<file path="src/include/tcm_pkg.sv">
// shared constants and types for the thermocouple input mode control block
package tcm_pkg;

  // ****************************************************************
  // clock and conversion timing
  // ****************************************************************
  localparam int CLK_NS       = 5;            // 200 MHz system clock
  localparam int T50_NS       = 20_000_000;   // 20 ms, 50 Hz hum rejection
  localparam int T60_NS       = 16_670_000;   // 16.67 ms, 60 Hz hum rejection
  localparam int TIMER_W      = 23;
  localparam int CYC50        = (T50_NS + CLK_NS - 1) / CLK_NS;
  localparam int CYC60        = (T60_NS + CLK_NS - 1) / CLK_NS;

  // ****************************************************************
  // channels and words
  // ****************************************************************
  localparam int NUM_CH       = 8;
  localparam int CH_W         = 3;
  localparam int GRP_BIT      = 2;            // channel index bit naming the group
  localparam int WORD_W       = 16;

  // ****************************************************************
  // mode register slots on the status-out byte lane
  // ****************************************************************
  localparam logic [1:0] MODE1_IDX = 2'h0;
  localparam logic [1:0] MODE2_IDX = 2'h1;
  localparam logic [1:0] MODE3_IDX = 2'h2;
  localparam logic [1:0] MODE4_IDX = 2'h3;

  // writable bit masks, reserved bits forced low
  localparam logic [7:0] MODE1_MASK = 8'h81;
  localparam logic [7:0] MODE2_MASK = 8'h0F;
  localparam logic [7:0] MODE3_MASK = 8'h33;
  localparam logic [7:0] MODE4_MASK = 8'h3F;
  localparam logic [7:0] MODE_RST   = 8'h00;

  // field positions
  localparam int M1_HUM60     = 0;
  localparam int M1_HALF      = 7;
  localparam int M2_GRP1_LSB  = 0;
  localparam int M2_GRP2_LSB  = 2;
  localparam int M3_G1_COMP   = 0;
  localparam int M3_G2_COMP   = 1;
  localparam int M3_G1_RAW    = 4;
  localparam int M3_G2_RAW    = 5;
  localparam int M4_REMOTE    = 5;

  // ****************************************************************
  // sensor types and reported sentinels
  // ****************************************************************
  typedef enum logic [1:0] {
    TCM_TYPE_L   = 2'h0,
    TCM_TYPE_J   = 2'h1,
    TCM_TYPE_K   = 2'h2,
    TCM_TYPE_BAD = 2'h3
  } tcm_type_t;

  localparam logic signed [WORD_W-1:0] VAL_OVER    = 16'sh7FFF;
  localparam logic signed [WORD_W-1:0] VAL_UNDER   = 16'sh8000;
  localparam logic signed [WORD_W-1:0] VAL_BADTYPE = 16'sh8000;   // -3276.8 in 0.1 steps

  // linear slope, 0.1 degree per 2 uV count, scaled by 2^GAIN_SHIFT
  localparam int GAIN_SHIFT   = 8;
  localparam logic signed [8:0] GAIN_L = 9'sh061;
  localparam logic signed [8:0] GAIN_J = 9'sh062;
  localparam logic signed [8:0] GAIN_K = 9'sh07D;

  localparam logic [7:0] STAT1_OK = 8'h00;

endpackage : tcm_pkg

</file>
<file path="src/include/tcm_calc_if.sv">
// channel operands and result passed between the sequencer and the value calculator
interface tcm_calc_if;
  import tcm_pkg::*;
  logic signed [WORD_W-1:0] raw;        // voltage in 2 uV counts
  logic signed [WORD_W-1:0] comp;       // compensation temperature, 0.1 degree
  logic        [1:0]        sens_type;
  logic                     comp_sel;
  logic                     raw_sel;
  logic                     over;
  logic                     under;
  logic signed [WORD_W-1:0] result;

  modport ctl  (output raw, comp, sens_type, comp_sel, raw_sel, over, under,
                input  result);
  modport calc (input  raw, comp, sens_type, comp_sel, raw_sel, over, under,
                output result);
endinterface : tcm_calc_if

</file>
<file path="src/logic/tcm_ctrl.sv">
// mode registers, channel scan sequencer and output words of the thermocouple block
//
// Function
// - bit 0 picks 20 ms or 16.67 ms
// - bit 7 halves the conversion period
// - type field bits 1:0 group1, 3:2 group2
// - type codes: 00 L, 01 J, 10 K
// - type 11 reports -3276.8
// - raw output ignores the sensor type
// - comp bit outputs compensation temperature
// - raw bit outputs scaled voltage, else temperature
// - raw value is 2 uV per count
// - compensation temperature never in raw form
// - mode4 bit 5 picks external compensation
// - external value per channel feeds calculation
// - eight signed input and output words
// - raw and measured compensation stay available
// - format set by type and format together
// - echo mode 2-4 once applied
// - 7FFF above range, 8000 below range
module tcm_ctrl
  import tcm_pkg::*;
#(
  parameter logic [TIMER_W-1:0] CYC_50 = TIMER_W'(CYC50),
  parameter logic [TIMER_W-1:0] CYC_60 = TIMER_W'(CYC60)
)(
  input  wire logic                              clock_i,
  input  wire logic                              sys_rst_i,
  input  wire logic                              mode_wr_i,
  input  wire logic [1:0]                        mode_sel_i,
  input  wire logic [7:0]                        mode_data_i,
  input  wire logic [NUM_CH-1:0][WORD_W-1:0]     ext_ref_i,
  input  wire logic [NUM_CH-1:0][WORD_W-1:0]     adc_raw_i,
  input  wire logic [NUM_CH-1:0]                 adc_over_i,
  input  wire logic [NUM_CH-1:0]                 adc_under_i,
  input  wire logic [NUM_CH-1:0][WORD_W-1:0]     term_temp_i,
  output logic      [NUM_CH-1:0][WORD_W-1:0]     meas_word_o,
  output logic      [NUM_CH-1:0][WORD_W-1:0]     comp_word_o,
  output logic      [NUM_CH-1:0][WORD_W-1:0]     raw_word_o,
  output logic      [7:0]                        stat1_o,
  output logic      [7:0]                        stat2_o,
  output logic      [7:0]                        stat3_o,
  output logic      [7:0]                        stat4_o,
  output logic                                   conv_start_o,
  output logic      [CH_W-1:0]                   conv_ch_o
);

  // ****************************************************************
  // declarations
  // ****************************************************************
  typedef enum logic [2:0] {
    ST_APPLY   = 3'b001,
    ST_CONVERT = 3'b010,
    ST_STORE   = 3'b100
  } tcm_state_t;

  tcm_state_t                   state;
  tcm_state_t                   next_state;
  logic [7:0]                   mode1_pend;
  logic [7:0]                   mode2_pend;
  logic [7:0]                   mode3_pend;
  logic [7:0]                   mode4_pend;
  logic [7:0]                   next_mode1_pend;
  logic [7:0]                   next_mode2_pend;
  logic [7:0]                   next_mode3_pend;
  logic [7:0]                   next_mode4_pend;
  logic [TIMER_W-1:0]           timer;
  logic [TIMER_W-1:0]           next_timer;
  logic [TIMER_W-1:0]           period;
  logic [CH_W-1:0]              ch;
  logic [CH_W-1:0]              next_ch;
  logic                         next_conv_start;
  logic [7:0]                   next_stat2;
  logic [7:0]                   next_stat3;
  logic [7:0]                   next_stat4;
  logic [NUM_CH-1:0][WORD_W-1:0] next_meas;
  logic [NUM_CH-1:0][WORD_W-1:0] next_comp;
  logic [NUM_CH-1:0][WORD_W-1:0] next_raw;
  logic                         grp2;
  logic                         store_en;
  logic signed [WORD_W-1:0]     comp_now;

  tcm_calc_if cif ();

  // ****************************************************************
  // mode register writes from the controller
  // ****************************************************************

  // reserved bits land as zero whatever the host wrote
  always_comb begin
    next_mode1_pend = mode1_pend;
    next_mode2_pend = mode2_pend;
    next_mode3_pend = mode3_pend;
    next_mode4_pend = mode4_pend;
    if (mode_wr_i) begin
      unique case (mode_sel_i)
        MODE1_IDX: next_mode1_pend = mode_data_i & MODE1_MASK;
        MODE2_IDX: next_mode2_pend = mode_data_i & MODE2_MASK;
        MODE3_IDX: next_mode3_pend = mode_data_i & MODE3_MASK;
        MODE4_IDX: next_mode4_pend = mode_data_i & MODE4_MASK;
      endcase
    end
  end

  // pending mode register storage
  always_ff @(posedge clock_i) begin
    if (sys_rst_i) begin
      mode1_pend <= MODE_RST;
      mode2_pend <= MODE_RST;
      mode3_pend <= MODE_RST;
      mode4_pend <= MODE_RST;
    end else begin
      mode1_pend <= next_mode1_pend;
      mode2_pend <= next_mode2_pend;
      mode3_pend <= next_mode3_pend;
      mode4_pend <= next_mode4_pend;
    end
  end

  // ****************************************************************
  // per channel operands for the calculator
  // ****************************************************************
  assign grp2     = ch[GRP_BIT];
  assign comp_now = stat4_o[M4_REMOTE] ? ext_ref_i[ch] : term_temp_i[ch];

  // group fields picked from the applied settings
  assign cif.raw       = adc_raw_i[ch];
  assign cif.comp      = comp_now;
  assign cif.sens_type = grp2 ? stat2_o[M2_GRP2_LSB +: 2]
                              : stat2_o[M2_GRP1_LSB +: 2];
  assign cif.comp_sel  = grp2 ? stat3_o[M3_G2_COMP] : stat3_o[M3_G1_COMP];
  assign cif.raw_sel   = grp2 ? stat3_o[M3_G2_RAW]  : stat3_o[M3_G1_RAW];
  assign cif.over      = adc_over_i[ch];
  assign cif.under     = adc_under_i[ch];

  tcm_calc u_calc (
    .cif (cif.calc)
  );

  // ****************************************************************
  // scan sequencer
  // ****************************************************************

  // conversion period from the pending first mode register
  always_comb begin
    period = mode1_pend[M1_HUM60] ? CYC_60 : CYC_50;
    if (mode1_pend[M1_HALF]) begin
      period = period >> 1;
    end
  end

  // apply settings, time one conversion, store the result
  always_comb begin
    next_state      = state;
    next_timer      = timer;
    next_ch         = ch;
    next_stat2      = stat2_o;
    next_stat3      = stat3_o;
    next_stat4      = stat4_o;
    next_conv_start = 1'b0;
    store_en        = 1'b0;
    unique case (state)
      ST_APPLY: begin
        next_stat2      = mode2_pend;
        next_stat3      = mode3_pend;
        next_stat4      = mode4_pend;
        next_timer      = period;
        next_conv_start = 1'b1;
        next_state      = ST_CONVERT;
      end
      ST_CONVERT: begin
        next_timer = timer - TIMER_W'(1);
        if (timer == TIMER_W'(1)) begin
          next_state = ST_STORE;
        end
      end
      ST_STORE: begin
        store_en   = 1'b1;
        next_ch    = ch + CH_W'(1);
        next_state = ST_APPLY;
      end
    endcase
  end

  // sequencer and status registers
  always_ff @(posedge clock_i) begin
    if (sys_rst_i) begin
      state        <= ST_APPLY;
      timer        <= '0;
      ch           <= '0;
      stat2_o      <= MODE_RST;
      stat3_o      <= MODE_RST;
      stat4_o      <= MODE_RST;
      conv_start_o <= 1'b0;
      conv_ch_o    <= '0;
      stat1_o      <= STAT1_OK;
    end else begin
      state        <= next_state;
      timer        <= next_timer;
      ch           <= next_ch;
      stat2_o      <= next_stat2;
      stat3_o      <= next_stat3;
      stat4_o      <= next_stat4;
      conv_start_o <= next_conv_start;
      conv_ch_o    <= next_ch;
      stat1_o      <= STAT1_OK;
    end
  end

  // ****************************************************************
  // channel words
  // ****************************************************************

  // only the channel just converted is updated
  always_comb begin
    next_meas = meas_word_o;
    next_comp = comp_word_o;
    next_raw  = raw_word_o;
    if (store_en) begin
      next_meas[ch] = cif.result;
      next_comp[ch] = term_temp_i[ch];
      next_raw[ch]  = adc_raw_i[ch];
    end
  end

  // registered input area words
  always_ff @(posedge clock_i) begin
    if (sys_rst_i) begin
      meas_word_o <= '0;
      comp_word_o <= '0;
      raw_word_o  <= '0;
    end else begin
      meas_word_o <= next_meas;
      comp_word_o <= next_comp;
      raw_word_o  <= next_raw;
    end
  end
endmodule : tcm_ctrl

</file>
<file path="src/logic/tcm_calc.sv">
// output value calculation for one channel from its format settings
module tcm_calc
  import tcm_pkg::*;
(
  tcm_calc_if.calc cif
);

  // ****************************************************************
  // linear conversion of the scaled voltage
  // ****************************************************************
  logic signed [8:0]          gain;
  logic signed [WORD_W+8:0]   prod;
  logic signed [WORD_W:0]     delta;
  logic signed [WORD_W+1:0]   sum;
  logic signed [WORD_W-1:0]   temp;

  // slope per sensor type
  always_comb begin
    unique case (cif.sens_type)
      TCM_TYPE_J: gain = GAIN_J;
      TCM_TYPE_K: gain = GAIN_K;
      default:    gain = GAIN_L;
    endcase
  end

  // compensated temperature with saturation
  always_comb begin
    prod  = cif.raw * gain;
    delta = (WORD_W + 1)'(prod >>> GAIN_SHIFT);
    sum   = (WORD_W + 2)'(cif.comp) + (WORD_W + 2)'(delta);
    if (sum > (WORD_W + 2)'(VAL_OVER)) begin
      temp = VAL_OVER;
    end else if (sum < (WORD_W + 2)'(VAL_UNDER)) begin
      temp = VAL_UNDER;
    end else begin
      temp = sum[WORD_W-1:0];
    end
  end

  // ****************************************************************
  // format selection
  // ****************************************************************
  always_comb begin
    if (cif.comp_sel) begin
      cif.result = cif.comp;
    end else if (cif.over) begin
      cif.result = VAL_OVER;
    end else if (cif.under) begin
      cif.result = VAL_UNDER;
    end else if (cif.raw_sel) begin
      cif.result = cif.raw;
    end else if (cif.sens_type == TCM_TYPE_BAD) begin
      cif.result = VAL_BADTYPE;
    end else begin
      cif.result = temp;
    end
  end

endmodule : tcm_calc

</file>
<file path="config.mk">
export PLATFORM = sky130hd
export DESIGN_NAME = tcm_ctrl
export DESIGN_NICKNAME = d
export VERILOG_FILES = /design/src/include/tcm_pkg.sv /design/src/include/tcm_calc_if.sv /design/src/logic/tcm_ctrl.sv /design/src/logic/tcm_calc.sv
export SDC_FILE = /design/constraint.sdc
export NUM_CORES = 1
export LEC_CHECK = 0
export ABC_AREA = 1
export BUFFER_PORTS_ARGS = -buffer_cell sky130_fd_sc_hd__buf_2
export CAP_MARGIN = 0
export CELL_PAD_IN_SITES_DETAIL_PLACEMENT = 0
export CELL_PAD_IN_SITES_GLOBAL_PLACEMENT = 1
export CORE_AREA = 2 2 321 323
export CTS_CLUSTER_SIZE = 14
export DETAILED_ROUTE_END_ITERATION = 8
export DIE_AREA = 0 0 323 325
export PLACE_DENSITY = 0.54
export SETUP_SLACK_MARGIN = 0.3
export SYNTH_ARGS = -nofsm -noshare
export SYNTH_HDL_FRONTEND = slang
export SYNTH_SLANG_ARGS = --single-unit
</file>
<file path="constraint.sdc">
create_clock -name clock_i -period 7.9 [get_ports clock_i]
set_input_delay 1.185 -clock clock_i [delete_from_list [all_inputs] [get_ports clock_i]]
set_output_delay 1.185 -clock clock_i [all_outputs]
set_load 0.01 [all_outputs]
</file>
==> results.json, run 1 <==
{
  "overflow": 0,
  "vias": 24800,
  "syn_area_um2": 23300,
  "path_max_fanout": 21,
  "grt_pass1_wl_mm": 173,
  "core_um2": 101000,
  "yosys.area_share.simple": 0.158,
  "cts_buffer_depth": 3,
  "htreeDepth": 2,
  "report.final.slew_viol_count": 0,
  "r2r_cells": 39,
  "dp.cells": 5286,
  "place_congestion": 0.862,
  "ys_seq_area_frac": 0.382,
  "rsz0062_at_grt": "false",
  "gr-usage-all-layers": 0.227,
  "nets": 4552,
  "syn_to_final_growth_pct": 38.1,
  "die_w_um": 323,
  "dr.first_iter.drc_count": 1780,
  "routed_wl_mm": 124,
  "maxSlewHeadroom": 0.272,
  "wl_per_cell_um": 22.9,
  "synth_xor_area_frac": 0.0181,
  "crit_top_cell": "nand2_1",
  "async_flop_share": 0,
  "cts_made_buffers": 50,
  "synth_top_family_by_area": "compound AO/OA/AOI/OAI gates",
  "setup_viol": 0,
  "num-fill-cells": 11300,
  "first_pass_iters": 5,
  "worstSetupEndpointType": "flop",
  "fin_skew_ns": 0.0425,
  "synth_cell_types": 48,
  "timing.rr.end": "meas_word_o[26]$_SDFFE_PP0P_",
  "synth.avg_cell_area_um2": 7.41,
  "rrSetupSlack_ns": 0.69,
  "ir_drop_mv": 0.212,
  "yosys.area_share.adder": 0.0993,
  "drive_above_1_share": 0.314,
  "fin_ws_ns": 0.689,
  "clock_tree.root_cell": "clkbuf_16",
  "layout_min_cycle_time_ns": 7.21,
  "crit_path_start": "ch[0]$_SDFFE_PP0P_",
  "muxShareOfSynthArea": 0,
  "yosysWarnings": 0,
  "p_leak_nw": 15.6,
  "cp.arrival_ns": 7.73,
  "final_cell_area_um2": 32100,
  "drc": 0,
  "die_area_um2": 105000,
  "grt_antenna_before_repair": 30,
  "dp_worst_setup_slack_ns": -0.312,
  "fin_util": 0.317,
  "dpl.hpwl_mm": 94.4,
  "clock_sinks": 444,
  "start_util": 0.230,
  "clk_latency_ns": 0.62,
  "grt_pass1_vias": 24000,
  "start_kind": "flop",
  "vias_per_cell": 4.58,
  "tightest_slew_ns": 1.09,
  "cts_hold_buf": 0,
  "maxCapViolCount": 0,
  "stdcell_count": 5413,
  "crit_type": "reg2reg",
  "synth_compound_area_frac": 0.254,
  "dieHeight_um": 325,
  "ys.flop_type": "dfxtp_1",
  "io_buffers": 813,
  "cts_tree": "built",
  "placed_cell_area_um2": 29600,
  "timing.fmax_mhz": 139,
  "max_stage_delay_ns": 0.54,
  "final_common_cell": "buf_2",
  "layout_common_cells": "buf_2, o21ai_0, dfxtp_1",
  "cp_slowest_cell": "fa_1",
  "postSynthCellCount": 3141,
  "hold_depth": 2,
  "placementRows": 117,
  "pwr_density_cell_nw_per_um2": 291,
  "fin_crit_sh": 0.913,
  "ys_ff_latch": 444,
  "fin_tns_setup_ns": 0,
  "crit_end": "meas_word_o[26]$_SDFFE_PP0P_",
  "synth_edf_count": 0,
  "grt_max_degree": 218,
  "regToRegStartpoint": "ch[0]$_SDFFE_PP0P_",
  "final_antenna_net_count": 0,
  "finalHoldViolCount": 0,
  "hp-class": "reg2reg",
  "top_level_ports": 833,
  "run_status": "completed",
  "clk_pin_slew_ns": 0.09,
  "worst_ep_required_time_ns": 8.42
}
per-layer routing:
layer,share of wire,track usage
met3,0.056,0.0487
met5,0,0
met1,0.39,0.254
met4,0.033,0.0641
met2,0.52,0.424
worst max-delay path, delay by kind of cell, from the launching register on:
| kind | cells | cell delay (ns) |
|---|---|---|
| XOR/XNOR | 1 | 0.06 |
| buffers and inverters | 12 | 1.41 |
| AND/OR/NAND/NOR | 14 | 1.40 |
| AO/OA/AOI/OAI | 6 | 1.09 |
| flip-flops | 1 | 0.44 |
| adder cells (fa/ha/maj) | 6 | 2.67 |
how the worst min path moves through the flow:
stage | from | end
after floorplan | mode4_pend[0]$_SDFFE_PP0P_ | mode4_pend[0]$_SDFFE_PP0P_
after global placement | mode4_pend[5]$_SDFFE_PP0P_ | stat4_o[5]$_SDFFE_PP0P_
after detailed placement | mode4_pend[5]$_SDFFE_PP0P_ | stat4_o[5]$_SDFFE_PP0P_
after CTS | mode4_pend[5]$_SDFFE_PP0P_ | stat4_o[5]$_SDFFE_PP0P_
after global routing | mode4_pend[4]$_SDFFE_PP0P_ | stat4_o[4]$_SDFFE_PP0P_
final | mode4_pend[5]$_SDFFE_PP0P_ | stat4_o[5]$_SDFFE_PP0P_
cell type report:
| type | instances | area [um^2] | area share |
|---|---|---|---|
| Sequential cell | 444 | 8900 | 0.277 |
| Clock inverter | 16 | 216 | 0.00674 |
| Antenna cell | 12 | 30.0 | 0.000935 |
| Tap cell | 1368 | 1710 | 0.0533 |
| Multi-Input combinational cell | 2227 | 13000 | 0.405 |
| Clock buffer | 72 | 1400 | 0.0434 |
| Inverter | 246 | 955 | 0.0297 |
| Timing Repair inverter | 1 | 8.76 | 0.000273 |
| Timing Repair Buffer | 1027 | 5910 | 0.184 |
power breakdown:
group | switching (mW) | internal [mW]
Sequential | 0.0179 | 2.26
Combinational | 2.61 | 2.08
Clock | 1.01 | 1.36
sequential cells by signal (all words and copies together) (netlist names):
register	flops
meas_word_o	128
mode4_pend	6
mode2_pend	4
ch	3
conv_start_o	1
stat4_o	6
raw_word_o	128
comp_word_o	128
timer	23
state	3
stat3_o	4
mode1_pend	2
mode3_pend	4
stat2_o	4
through the flow:
stage / hold WS, ns / power (mW)
after floorplan: 0.430 / 4.78
after global placement: 0.441 / 6.67
after detailed placement: 0.444 / 6.64
after CTS: 0.450 / 9.06
after global routing: 0.471 / 10.1
final: 0.448 / 9.34
synth_stat cells (17+ instances only):
master,number,area (um^2)
o21ai_0,550,2750
a21oi_1,456,2280
dfxtp_1,444,8890
nor2_1,378,1420
nand2_1,342,1280
inv_1,232,871
clkbuf_1,131,492
buf_2,73,365
fa_1,71,1420
ha_1,71,888
nand3_1,63,315
nand4_1,40,250
xor2_1,38,333
o22ai_1,36,225
buf_4,24,180
a31oi_1,22,138
o21ai_1,22,110
nand2_2,19,119
nor2_2,19,119
a22o_1,17,149
what timing repair did:
| item | 4_1_cts | 5_1_grt |
|---|---|---|
| pin swaps | 0 | 55 |
| buffers inserted | 0 | 22 |
| setup endpoints to repair | 120 | 128 |
| resized for setup | 10 | 157 |
| endpoints found under the hold margin | 0 | 0 |
| gates cloned | 0 | 5 |
kinds of logic (layout without fill, tap and decap cells):
logic type,Yosys count,in the layout
AO/OA/AOI/OAI,1133,1133
XOR/XNOR,48,48
buffers and inverters,487,1362
AND/OR/NAND/NOR,886,886
other,1,30
adder cells (fa/ha/maj),142,142
flip-flops,444,444
(Power assumes the default switching activity.)
==> inputs of run 2 (changes only) <==
--- a/config.mk
+++ b/config.mk
@@ -5,7 +5,7 @@
 export SDC_FILE = /design/constraint.sdc
 export NUM_CORES = 1
 export LEC_CHECK = 0
-export ABC_AREA = 1
+export ABC_AREA = 0
 export BUFFER_PORTS_ARGS = -buffer_cell sky130_fd_sc_hd__buf_2
 export CAP_MARGIN = 0
 export CELL_PAD_IN_SITES_DETAIL_PLACEMENT = 0
@@ -14,7 +14,7 @@
 export CTS_CLUSTER_SIZE = 14
 export DETAILED_ROUTE_END_ITERATION = 8
 export DIE_AREA = 0 0 323 325
-export PLACE_DENSITY = 0.54
+export PLACE_DENSITY = 0.52
 export SETUP_SLACK_MARGIN = 0.3
 export SYNTH_ARGS = -nofsm -noshare
 export SYNTH_HDL_FRONTEND = slang
==> results.json, run 2 <==
{
  "synth_top_area_frac": 0.381,
  "timing.fmax_mhz": 129,
  "syn_area_um2": 23300,
  "die_w_um": 323,
  "die_area_um2": 105000,
  "hp-class": "reg2reg",
  "finalHoldViolCount": 0,
  "dieHeight_um": 325,
  "first_pass_iters": 5,
  "worstSetupEndpointType": "flop",
  "fin_skew_ns": 0.0696,
  "regToRegStartpoint": "ch[0]$_SDFFE_PP0P_",
  "multi_input_area_um2": 13900,
  "layout_min_cycle_time_ns": 7.78,
  "rrSetupSlack_ns": 0.12,
  "synth_cell_types": 70,
  "grt_antenna_before_repair": 12,
  "cts_tree": "built",
  "yosysMostFrequentCell": "nor2_1",
  "hold_depth": 2,
  "ys_ff_latch": 444,
  "crit_type": "reg2reg",
  "max_stage_delay_ns": 0.58,
  "rsz0062_at_grt": "true",
  "hold_slack_ns": 0.445,
  "whs_endpoint": "stat4_o[5]$_SDFFE_PP0P_",
  "placementRows": 117,
  "p_leak_nw": 14.6,
  "clock_tree.root_cell": "clkbuf_16",
  "ys_seq_area_frac": 0.381,
  "yosys.area.top_type": "dfxtp_1",
  "postSynthCellCount": 2528,
  "cts_buffer_depth": 3,
  "nets": 4029,
  "synth_edf_count": 0,
  "grt_pass1_vias": 22200,
  "overflow": 0,
  "grt_max_degree": 93,
  "dpl.hpwl_mm": 87.5,
  "num_antenna_cells": 0,
  "r2r_cells": 34,
  "drive_above_1_share": 0.407,
  "routed_wl_mm": 114,
  "wl_per_cell_um": 23.4,
  "htreeDepth": 2,
  "yosysWarnings": 0,
  "crit_top_cell": "buf_12",
  "seq_area_um2": 8900,
  "synth.avg_cell_area_um2": 9.22,
  "io_buffers": 813,
  "final_common_cell": "buf_2",
  "clk_pin_slew_ns": 0.07,
  "worstHoldStart": "mode4_pend[5]$_SDFFE_PP0P_",
  "fin_util": 0.329,
  "fin_crit_sh": 0.985,
  "fin_tns_setup_ns": 0,
  "pwr_density_cell_nw_per_um2": 249,
  "cp.arrival_ns": 8.28,
  "report.final.slew_viol_count": 0,
  "maxSlewHeadroom": 0.266,
  "drc": 0,
  "dr.first_iter.drc_count": 1215,
  "timing.rr.end": "meas_word_o[53]$_SDFFE_PP0P_",
  "setup_viol": 0,
  "clock_sinks": 444,
  "synth.area.top_cells": "dfxtp_1, mux4_2, nor2_1, fa_1, a211oi_1",
  "power_mw": 8.31,
  "clk_latency_ns": 0.65,
  "ys_top_cells_by_count": "nor2_1, dfxtp_1, clkbuf_1",
  "num-fill-cells": 10800,
  "largestRegisters": "comp_word_o x128, meas_word_o x128, raw_word_o x128",
  "async_flop_share": 0,
  "top_level_ports": 833,
  "fin_ws_ns": 0.122,
  "cts_made_buffers": 51,
  "path_max_fanout": 8,
  "maxCapViolCount": 0,
  "gr-usage-all-layers": 0.211,
  "cp_slowest_cell": "fa_2",
  "run_status": "completed",
  "vias_per_cell": 4.53,
  "grt_pass1_wl_mm": 161,
  "dp_worst_setup_slack_ns": -0.678,
  "ys.flop_type": "dfxtp_1",
  "start_kind": "flop",
  "layout_common_cells": "buf_2, nor2_1, dfxtp_1",
  "tightest_slew_ns": 1.10,
  "start_util": 0.230,
  "syn_to_final_growth_pct": 43.0,
  "place_congestion": 0.825,
  "ir_drop_mv": 0.177,
  "final_antenna_net_count": 0,
  "worst_ep_required_time_ns": 8.41,
  "core_um2": 101000,
  "vias": 22100
}
run 2: cell count changes in the layout (fill, tap and decap cells not counted), moves of 35 or more:
cell / change
a211oi_1: +137
a21oi_1: -366
a22o_1: +55
inv_1: -114
mux4_2: +100
nand2_1: -185
nand3_1: -38
nand3b_1: +37
nand4_1: -38
nor2_1: +201
nor3_1: +130
o21ai_0: -512
o22ai_1: -35
run 2: critical path, delay by kind of cell (launching register included):
family / cells / cell delay [ns]
AO/OA/AOI/OAI: 12 / 2.30
XOR/XNOR: 3 / 0.39
adder cells (fa/ha/maj): 5 / 2.14
buffers and inverters: 8 / 1.04
flip-flops: 1 / 0.36
multiplexers: 2 / 0.74
AND/OR/NAND/NOR: 4 / 0.71
run 2: repair_timing:
action,in CTS,in global routing
gates resized for setup,51,33
setup endpoints to repair,120,128
pin swaps,68,20
hold buffers,0,0
gates cloned,1,0
buffers inserted,33,10
run 2: logic make-up (layout without fill, tap and decap cells):
kind of cell             count (synthesis)  after routing  synth area share
AO/OA/AOI/OAI                          454            454             0.145
XOR/XNOR                                41             41            0.0154
adder cells (fa/ha/maj)                142            142            0.0991
buffers and inverters                  316           1285            0.0557
flip-flops                             444            444             0.381
multiplexers                           163            163             0.125
other                                    1             18          0.000161
AND/OR/NAND/NOR                        967            967             0.179
run 2: layer usage:
metal  wire length [um]  track usage  share of wire
met4               3080       0.0551          0.027
met1              48800        0.264           0.43
met5                 38            0        0.00033
met3               6890       0.0466          0.060
met2              55500        0.362           0.49
run 2: worst max path at each step:
stage / startpoint / to / depth (start not counted)
floorplan: adc_raw_i[51] / meas_word_o[112]$_SDFFE_PP0P_ / 28
global placement: adc_raw_i[51] / meas_word_o[91]$_SDFFE_PP0P_ / 31
detailed placement: adc_raw_i[51] / meas_word_o[91]$_SDFFE_PP0P_ / 31
CTS: ch[0]$_SDFFE_PP0P_ / meas_word_o[4]$_SDFFE_PP0P_ / 35
global route: ch[0]$_SDFFE_PP0P_ / meas_word_o[36]$_SDFFE_PP0P_ / 34
finish: ch[0]$_SDFFE_PP0P_ / meas_word_o[53]$_SDFFE_PP0P_ / 34
run 2: final cells by class:
cell class,count,area share
Clock inverter,25,0.0110
Inverter,116,0.0131
Timing Repair Buffer,1076,0.199
Multi-Input combinational cell,1785,0.417
Tap cell,1368,0.0513
Clock buffer,68,0.0423
Sequential cell,444,0.267
run 2: per-stage QoR:
stage          cell area [um^2]  instances
2_1_floorplan             23700       2545
3_3_place_gp              30700       4745
5_1_grt                   33300       4882
6_report                  33300       4882
4_1_cts                   33100       4872
3_5_place_dp              30700       4745
run 2: report_power, final:
group / switching (mW) / internal (mW)
Combinational: 1.80 / 1.72
Sequential: 0.0127 / 2.25
Clock: 1.06 / 1.47
